**src/rtl/decode_map.svh**
```systemverilog
// Purpose: Constants for the instruction decode and timing block
// Assumes: 14-bit instruction words, four oscillator cycles per instruction
// Notes: Field positions are bit positions in the word; opcode patterns are bit values
`ifndef DECODE_MAP_SVH
`define DECODE_MAP_SVH

`define INSTR_W 14
`define PROG_COUNTER_W 15
`define PHASES_PER_INSTR 4
`define PHASE_FIRST 2'h0
`define PHASE_READ 2'h1
`define PHASE_STORE 2'h2
`define PHASE_LAST 2'h3

`define OPC_MSB 13
`define OPC_LSB 8
`define DEST_BIT 7
`define FILE_MSB 6
`define BITPOS_MSB 9
`define BITPOS_LSB 7
`define ADDR11_MSB 10
`define LIT8_MSB 7
`define PTR_BIT 2
`define STEP_MSB 1
`define FILE_RESET 7'h00

`define INDIRECT_PORT0 7'h00
`define INDIRECT_PORT1 7'h01

`define OP_CALL_HI 3'h4
`define OP_GOTO_HI 3'h5
`define OP_RETURN 14'h0008
`define OP_RETFIE 14'h0009
`define OP_CALLW 14'h000a
`define OP_BRW 14'h000b
`define OP_PTRSTEP_HI 10'h001
`define OP_RETLW 6'h34
`define OP_BRA_HI 5'h19
`define OP_DECFSZ 6'h0b
`define OP_INCFSZ 6'h0f
`define OP_CLR 6'h01
`define OP_BCF 4'h4
`define OP_BSF 4'h5
`define OP_BTFSC 4'h6
`define OP_BTFSS 4'h7
`define OP_ASRF 6'h37
`define OP_LSLF 6'h35
`define OP_LSRF 6'h36
`define OP_SUBWFB 6'h3b
`define OP_ADDWFC 6'h3d

`endif

```
**src/rtl/decode_pkg.sv**
```systemverilog
// Purpose: Types shared by the instruction decode and timing block
// Assumes: Constants come from decode_map.svh
// Notes: The decoded word travels as one packed struct
package decode_pkg;

    typedef enum logic [1:0] {
        CLASS_BYTE,
        CLASS_BIT,
        CLASS_LITCTL
    } instr_class_t;

    typedef enum logic [3:0] {
        KIND_PLAIN,
        KIND_CALL,
        KIND_GOTO,
        KIND_CALLW,
        KIND_RETURN,
        KIND_RETLW,
        KIND_RETFIE,
        KIND_BRA,
        KIND_BRW,
        KIND_SKIP,
        KIND_PTRSTEP
    } op_kind_t;

    typedef enum logic [1:0] {
        STEP_PRE_INC,
        STEP_PRE_DEC,
        STEP_POST_INC,
        STEP_POST_DEC
    } auto_step_kind_t;

    typedef enum logic [1:0] {
        ST_EXEC,
        ST_EXTRA,
        ST_FLUSH
    } exec_state_t;

    typedef struct packed {
        logic valid;
        instr_class_t iclass;
        op_kind_t kind;
        logic [5:0] opcode;
        logic dest_file;
        logic [6:0] file_addr;
        logic [2:0] bit_pos;
        logic [7:0] lit8;
        logic [10:0] addr11;
        logic ptr_sel;
        auto_step_kind_t auto_step_kind;
        logic uses_file;
        logic writes_file;
        logic writes_acc;
    } decoded_t;

endpackage

```
**src/rtl/phase_gen.sv**
```systemverilog
// Purpose: Oscillator phase counter splitting each instruction cycle
// Assumes: One instruction cycle per four oscillator clocks
// Notes: Phase output is a register
`timescale 1ns/100ps
`include "decode_map.svh"

module phase_gen (
    input wire logic clock,
    input wire logic arst_n,
    output logic [1:0] phase_r
);
    logic [1:0] phase_nxt;

    always_comb begin
        // Wraps from the last phase back to the first after four clocks
        phase_nxt = 2'(phase_r + 2'h1); // [RULE7]
    end

    always_ff @(posedge clock or negedge arst_n) begin
        if (!arst_n) begin
            phase_r <= `PHASE_FIRST;
        end else begin
            phase_r <= phase_nxt;
        end
    end
endmodule

```
**src/rtl/cpu_decode_timing.sv**
```systemverilog
// Purpose: Decode 14-bit instruction words and pace their execution
// Assumes: Program memory presents the next word by the last phase
// Notes: Datapath supplies skip results and return or relative targets
//
// Notes on behaviour
// [RULE1] Each instruction is one 14-bit word
// [RULE2] Three classes: byte, bit, literal/control
// [RULE3] One cycle default; both calls take two
// [RULE4] All three return forms take two cycles
// [RULE5] Jumps, branches and taken skips take two
// [RULE6] Indirect reference into program memory adds one
// [RULE7] Instruction cycle is four oscillator clocks
// [RULE8] File operands are read, modified, then stored
// [RULE9] Register location is seven bits, 0x00-0x7F
// [RULE10] Target bit: 0 accumulator, 1 file
// [RULE11] Bit position is three bits
// [RULE12] Pointer select picks pair 0 or 1
// [RULE13] Auto-step picks pre/post increment/decrement
// [RULE14] Ignored encoding bits never change behaviour
// [RULE15] Immediate is data or address per opcode
// [RULE16] Byte ops: opcode 13:8, target 7, location 6:0
// [RULE17] Call/jump carry 11 bits; literals 8 bits
// [RULE18] Redirect loads counter and discards fetched word
`timescale 1ns/100ps
`include "decode_map.svh"

module cpu_decode_timing (
    input wire logic clock,
    input wire logic arst_n,
    input wire logic [13:0] instr_word,
    input wire logic skip_taken,
    input wire logic pointer_in_progmem,
    input wire logic [14:0] branch_target,
    output decode_pkg::decoded_t decoded_r,
    output logic [1:0] q_phase,
    output logic cycle_start_r,
    output logic [14:0] program_counter_r,
    output logic flush_fetch_r,
    output logic file_read_r,
    output logic file_write_r,
    output logic acc_write_r,
    output logic extra_cycle_r
);
    decode_pkg::exec_state_t state_r, state_nxt;
    decode_pkg::decoded_t fresh, decoded_nxt;
    logic [14:0] program_counter_nxt;
    logic cycle_start_nxt, flush_fetch_nxt, file_read_nxt;
    logic file_write_nxt, acc_write_nxt, extra_cycle_nxt;
    logic boundary, need_extra, redirect, jump_abs;

    phase_gen u_phase (
        .clock(clock),
        .arst_n(arst_n),
        .phase_r(q_phase)
    );

    assign boundary = (q_phase == `PHASE_LAST); // [RULE7]

    // Field split of the incoming word
    always_comb begin
        fresh = '0;
        fresh.valid = 1'b1;
        fresh.opcode = instr_word[`OPC_MSB:`OPC_LSB]; // [RULE1] [RULE16]
        fresh.dest_file = instr_word[`DEST_BIT]; // [RULE16]
        fresh.file_addr = instr_word[`FILE_MSB:0]; // [RULE9] [RULE16]
        fresh.bit_pos = instr_word[`BITPOS_MSB:`BITPOS_LSB]; // [RULE11]
        fresh.lit8 = instr_word[`LIT8_MSB:0]; // [RULE15] [RULE17]
        fresh.addr11 = instr_word[`ADDR11_MSB:0]; // [RULE15] [RULE17]
        fresh.ptr_sel = instr_word[`PTR_BIT]; // [RULE12]
        fresh.auto_step_kind =
            decode_pkg::auto_step_kind_t'(instr_word[`STEP_MSB:0]); // [RULE13]
        fresh.iclass = decode_pkg::CLASS_LITCTL;
        fresh.kind = decode_pkg::KIND_PLAIN;
        // Only the significant bits are compared; don't-care bits fall out
        if (instr_word[13:12] == 2'h1) begin // [RULE2]
            fresh.iclass = decode_pkg::CLASS_BIT;
            fresh.uses_file = 1'b1; // [RULE8]
            if (instr_word[13:10] == `OP_BTFSC ||
                    instr_word[13:10] == `OP_BTFSS) begin
                fresh.kind = decode_pkg::KIND_SKIP; // [RULE5]
            end else begin
                fresh.writes_file = 1'b1; // [RULE8]
            end
        end else if (instr_word[13:11] == `OP_CALL_HI) begin
            fresh.kind = decode_pkg::KIND_CALL; // [RULE3]
        end else if (instr_word[13:11] == `OP_GOTO_HI) begin
            fresh.kind = decode_pkg::KIND_GOTO; // [RULE5]
        end else if (instr_word == `OP_RETURN) begin
            fresh.kind = decode_pkg::KIND_RETURN; // [RULE4]
        end else if (instr_word == `OP_RETFIE) begin
            fresh.kind = decode_pkg::KIND_RETFIE; // [RULE4]
        end else if (instr_word == `OP_CALLW) begin
            fresh.kind = decode_pkg::KIND_CALLW; // [RULE3]
        end else if (instr_word == `OP_BRW) begin
            fresh.kind = decode_pkg::KIND_BRW; // [RULE5]
        end else if (instr_word[13:4] == `OP_PTRSTEP_HI) begin
            fresh.kind = decode_pkg::KIND_PTRSTEP; // [RULE13]
        end else if (instr_word[13:8] == `OP_RETLW) begin
            fresh.kind = decode_pkg::KIND_RETLW; // [RULE4]
            fresh.writes_acc = 1'b1;
        end else if (instr_word[13:9] == `OP_BRA_HI) begin
            fresh.kind = decode_pkg::KIND_BRA; // [RULE5]
        end else if ((instr_word[13:12] == 2'h0 &&
                    !(instr_word[13:8] == 6'h00 && !instr_word[7])) ||
                instr_word[13:8] == `OP_ASRF ||
                instr_word[13:8] == `OP_LSLF ||
                instr_word[13:8] == `OP_LSRF ||
                instr_word[13:8] == `OP_SUBWFB ||
                instr_word[13:8] == `OP_ADDWFC) begin
            fresh.iclass = decode_pkg::CLASS_BYTE; // [RULE2]
            fresh.uses_file = 1'b1; // [RULE8]
            fresh.writes_file = instr_word[`DEST_BIT]; // [RULE10]
            fresh.writes_acc = !instr_word[`DEST_BIT]; // [RULE10]
            // Clearing the accumulator names no register; low bits ignored
            if (instr_word[13:8] == `OP_CLR && !instr_word[`DEST_BIT]) begin
                fresh.uses_file = 1'b0; // [RULE14]
                fresh.file_addr = `FILE_RESET; // [RULE14]
            end
            if (instr_word[13:8] == `OP_DECFSZ ||
                    instr_word[13:8] == `OP_INCFSZ) begin
                fresh.kind = decode_pkg::KIND_SKIP; // [RULE5]
            end
        end else begin
            fresh.writes_acc = 1'b1;
        end
        if (fresh.iclass == decode_pkg::CLASS_LITCTL) begin
            fresh.dest_file = 1'b0;
            fresh.file_addr = `FILE_RESET; // [RULE14]
        end
    end

    // Timing: extra cycle first, then the discard cycle of a redirect
    always_comb begin
        need_extra = decoded_r.valid && decoded_r.uses_file &&
            (decoded_r.file_addr == `INDIRECT_PORT0 ||
            decoded_r.file_addr == `INDIRECT_PORT1) &&
            pointer_in_progmem; // [RULE6]
        jump_abs = (decoded_r.kind == decode_pkg::KIND_CALL) ||
            (decoded_r.kind == decode_pkg::KIND_GOTO);
        redirect = decoded_r.valid &&
            (decoded_r.kind != decode_pkg::KIND_PLAIN) &&
            (decoded_r.kind != decode_pkg::KIND_PTRSTEP) &&
            (decoded_r.kind != decode_pkg::KIND_SKIP ||
            skip_taken); // [RULE3] [RULE4] [RULE5]
        state_nxt = state_r;
        decoded_nxt = decoded_r;
        program_counter_nxt = program_counter_r;
        extra_cycle_nxt = extra_cycle_r;
        if (boundary) begin
            extra_cycle_nxt = 1'b0;
            case (state_r)
                decode_pkg::ST_EXEC: begin
                    if (need_extra) begin
                        state_nxt = decode_pkg::ST_EXTRA; // [RULE6]
                        extra_cycle_nxt = 1'b1;
                    end else if (redirect) begin
                        state_nxt = decode_pkg::ST_FLUSH; // [RULE18]
                        decoded_nxt = '0;
                    end else begin
                        decoded_nxt = fresh;
                    end
                end
                decode_pkg::ST_EXTRA: begin
                    if (redirect) begin
                        state_nxt = decode_pkg::ST_FLUSH; // [RULE18]
                        decoded_nxt = '0;
                    end else begin
                        state_nxt = decode_pkg::ST_EXEC;
                        decoded_nxt = fresh;
                    end
                end
                default: begin
                    state_nxt = decode_pkg::ST_EXEC;
                    decoded_nxt = fresh;
                end
            endcase
            // A taken skip keeps counting; the skipped word is dropped
            if (state_nxt == decode_pkg::ST_FLUSH &&
                    decoded_r.kind != decode_pkg::KIND_SKIP) begin
                program_counter_nxt = jump_abs ?
                    {program_counter_r[14:11], decoded_r.addr11} :
                    branch_target; // [RULE17] [RULE18]
            end else if (state_nxt != decode_pkg::ST_EXTRA) begin
                program_counter_nxt = 15'(program_counter_r + 15'h1);
            end
        end
    end

    // Strobes: read in the second phase, store in the last
    always_comb begin
        cycle_start_nxt = boundary;
        flush_fetch_nxt = boundary && (state_nxt == decode_pkg::ST_FLUSH);
        file_read_nxt = (q_phase == `PHASE_FIRST) &&
            (state_r == decode_pkg::ST_EXEC) &&
            decoded_r.valid && decoded_r.uses_file; // [RULE8]
        file_write_nxt = (q_phase == `PHASE_STORE) &&
            (state_r == decode_pkg::ST_EXEC) &&
            decoded_r.valid && decoded_r.writes_file; // [RULE8] [RULE10]
        acc_write_nxt = (q_phase == `PHASE_STORE) &&
            (state_r == decode_pkg::ST_EXEC) &&
            decoded_r.valid && decoded_r.writes_acc; // [RULE10]
    end

    always_ff @(posedge clock or negedge arst_n) begin
        if (!arst_n) begin
            state_r <= decode_pkg::ST_FLUSH;
            decoded_r <= '0;
            program_counter_r <= '0;
            cycle_start_r <= 1'b0;
            flush_fetch_r <= 1'b0;
            file_read_r <= 1'b0;
            file_write_r <= 1'b0;
            acc_write_r <= 1'b0;
            extra_cycle_r <= 1'b0;
        end else begin
            state_r <= state_nxt;
            decoded_r <= decoded_nxt;
            program_counter_r <= program_counter_nxt;
            cycle_start_r <= cycle_start_nxt;
            flush_fetch_r <= flush_fetch_nxt;
            file_read_r <= file_read_nxt;
            file_write_r <= file_write_nxt;
            acc_write_r <= acc_write_nxt;
            extra_cycle_r <= extra_cycle_nxt;
        end
    end
endmodule

```
**config.mk**
```make
export PLATFORM = sky130hd
export DESIGN_NAME = cpu_decode_timing
export DESIGN_NICKNAME = d
export VERILOG_FILES = /design/src/rtl/decode_pkg.sv /design/src/rtl/phase_gen.sv /design/src/rtl/cpu_decode_timing.sv
export VERILOG_INCLUDE_DIRS = /design/src /design/src/rtl
export SDC_FILE = /design/constraint.sdc
export NUM_CORES = 1
export LEC_CHECK = 0
export BUFFER_PORTS_ARGS = -buffer_cell sky130_fd_sc_hd__buf_2
export CAP_MARGIN = 30
export CORE_ASPECT_RATIO = 0.6
export CORE_MARGIN = 10
export CORE_UTILIZATION = 55
export CTS_BUF_LIST = sky130_fd_sc_hd__clkbuf_4 sky130_fd_sc_hd__clkbuf_8 sky130_fd_sc_hd__clkbuf_16
export CTS_CLUSTER_SIZE = 10
export DETAILED_ROUTE_END_ITERATION = 8
export GPL_ROUTABILITY_DRIVEN = 1
export GPL_TIMING_DRIVEN = 1
export PLACE_DENSITY = 0.94
export SLEW_MARGIN = 30
export SYNTH_ARGS = -nofsm -noshare
export SYNTH_HDL_FRONTEND = slang
export SYNTH_SLANG_ARGS = --single-unit
```
**constraint.sdc**
```tcl
create_clock -name clock -period 3.2 [get_ports clock]
set_clock_uncertainty 0.2 [all_clocks]
set_input_delay 0.16 -clock clock [delete_from_list [all_inputs] [get_ports clock]]
set_output_delay 0.16 -clock clock [all_outputs]
set_load 0.01 [all_outputs]
```
==> impl_metrics.ini <==
[outcome]
status = finished clean

[clock_network]
post_cts_buffers = 0
ctsRootBufferMaster = clkbuf_8
clk_path_buf_depth = 2
postCtsHoldBufs = 14
clkSinkCount = 57
cts_tree = done
clkSlewWorstSetupHoldPaths_ps = 70
cts_inserted_buffers = 9
clock_latency_ps = 350
ctsResizeCount = 0
htreeDepth = 3

[drt]
wl_per_cell_um = 21.4
drtIter0Drc = 325
routed_wl_mm = 10.7
route.detailed.drc = 0
via_per_inst = 6.28
ant_nets = 0
via_count = 3136
firstDrtPassIters = 5

[placement]
place_area_um2 = 3650
dp_hpwl_mm = 7.50
pre_cts_ws_ps = 674
io_buffers = 104
place_congestion = 0.961

[finish]
drive_gt1_share_pct = 33.7
finish.instance_area_um2 = 3990
multi_input_area_um2 = 1540
fill_cells = 409
nNetsFinal = 452
antennaDiodeCount = 0
post-route-util_pct = 70.6
seqCellArea_um2 = 1430
syn_to_final_growth_pct = 23.1

[sta]
max_slew.worst_pin.slew_ps = 849
min_period_ps = 2620
setup_viol = 0
max_freq_mhz = 382
fin_crit_sh_pct = 81.8
slew_headroom_pct = 43.4
hold_violations = 0
drv_slew = 0
fin_setup_tns_ps = 0
rsz0062_at_grt = false
worst_slack_ps = 583

[global_route]
grt_max_degree = 32
gr-total-overflow = 0
grt_use_total_pct = 21.9
grt_pass1_wl_mm = 16.7
antenna_found_initial = 0
first_global_vias = 3066

[worst_setup_path]
crit_buf_inv = 1
endpoint_kind = flop
cp_cell_sequence = nor4_1 > nand4b_1 > o21ai_4 > buf_4 > nor4_4 > a22o_1
critPathLaunchType = flop
path_max_fanout = 24
crit_family = simple AND/OR/NAND/NOR gates
crit_path_max_incr_delay_ps = 490
slowest_stage = nand4b_1
worstPathArrival_ps = 2640
crit_required_ps = 3220
critPathKind = flop to flop

[yosys]
yosys-top-cells-count = dfrtp_1, a22o_1, nor2_1
synth_area_leader_cell = dfrtp_1
synth-edff-count = 0
synthTopCellsByArea = dfrtp_1, a22o_1, mux2i_1, buf_4, nor2_1
yosysMostFrequentCell = dfrtp_1
syn_nets = 353
synth_ff_type = dfrtp_1
synth-seq-cells = 57
yosysSeqAreaShare_pct = 44.1
synthesis.yosys.warnings = 0
synth_cells = 316
synthArstFlopShare_pct = 100
avgSynthCellArea_um2 = 10.3
netlist.area_leader.share_pct = 43.2
syn-cell-area_um2 = 3240
synth.distinct_cells = 56

[die]
start_util_pct = 57.4
ios = 105
core_um2 = 5650
die_y_um = 79.5
die_w_um = 119
dieArea_um2 = 9460
rows = 21

[flow_run]
drv_cap = 0

[min_path]
hp-class = input port to flop

[pwr]
power.density_nw_per_um2 = 818
vdd_drop_max_mv = 0.401
p_leak_nw = 1.92
per-stage QoR:
stage / power (W) / cells / hold WS (ps)
3_3_place_gp: 0.00249 / 470 / 45.7
5_1_grt: 0.00343 / 499 / 44.0
4_1_cts: 0.00325 / 499 / 6.29
2_1_floorplan: 0.00216 / 316 / -336
3_5_place_dp: 0.00254 / 470 / 51.2
6_report: 0.00326 / 499 / 24.1
cell type report:
type	count	share of cell area [%]
Multi-Input combinational cell	216	38.6
Tap cell	80	2.51
Clock inverter	3	1.00
Clock buffer	12	3.98
Timing Repair Buffer	122	17.3
Inverter	9	0.847
Sequential cell	57	35.8
worst paths after layout:
kind	from	to	slack [ps]	cells past startpoint
min in group asynchronous	arst_n	program_counter_r[3]	200	2
max in group asynchronous	arst_n	decoded_r[33]	1900	3
hold / removal	branch_target[1]	program_counter_r[1]	20	4
setup / recovery	decoded_r[33]	decoded_r[33]	580	6
hold reg to reg	u_phase.phase_r[0]	u_phase.phase_r[0]	300	1
setup reg to reg	decoded_r[33]	decoded_r[33]	580	6
power by group:
| group | switching [W] | total, W | internal [W] | leakage, nW |
|---|---|---|---|---|
| clock | 0.000281 | 0.000685 | 0.000403 | 0.106 |
| combinational | 0.000791 | 0.00137 | 0.000583 | 1.10 |
| sequential | 0.000273 | 0.00120 | 0.000932 | 0.712 |
| total | 0.00134 | 0.00326 | 0.00192 | 1.92 |
cells by family after synthesis:
family | count (synthesis) | synth area share, %
compound gates | 92 | 22.5
fa+ha+maj | 4 | 1.54
mux | 19 | 6.06
simple gates | 98 | 16.5
xor+xnor | 3 | 0.811
flops | 57 | 44.1
buf+inv | 43 | 8.57
sequential cells by signal (all words and copies together), names as in the netlist:
name and flops:
decoded_r 32, state_r 2, acc_write_r 1, file_write_r 1
flush_fetch_r 1, file_read_r 1, cycle_start_r 1, u_phase.phase_r 2
extra_cycle_r 1, program_counter_r 15
layer usage:
metal | global-route usage [%] | vias to the layer above | wire [µm]
li1 | - | 1358 | -
met1 | 28.4 | 1534 | 4380
met4 | 10.8 | 0 | 357
met5 | 0 | - | 0
met3 | 7.70 | 33 | 1230
met2 | 31.8 | 211 | 4710
cells in the final DEF, fill, tap and decap left out, types with 5 or more instances in the layout:
master	instances
dlygate4sd3_1	14
a22o_1	23
and3_1	7
a21oi_1	15
dfrtp_1	56
o21ai_1	8
nand3_1	14
mux2_1	5
mux2i_1	14
nor2_1	20
clkbuf_8	11
nand2b_1	7
nand4b_1	5
o21ai_0	6
inv_1	9
nor3_1	5
nand2_1	20
buf_2	104
worst register-to-register path, stage by stage (launching register included):
cell and delay, ps:
dfrtp_1 410, nor4_1 320, nand4b_1 490, o21ai_4 350
buf_4 330, nor4_4 140, a22o_1 250
No activity file was read; power rests on OpenSTA's default activity.
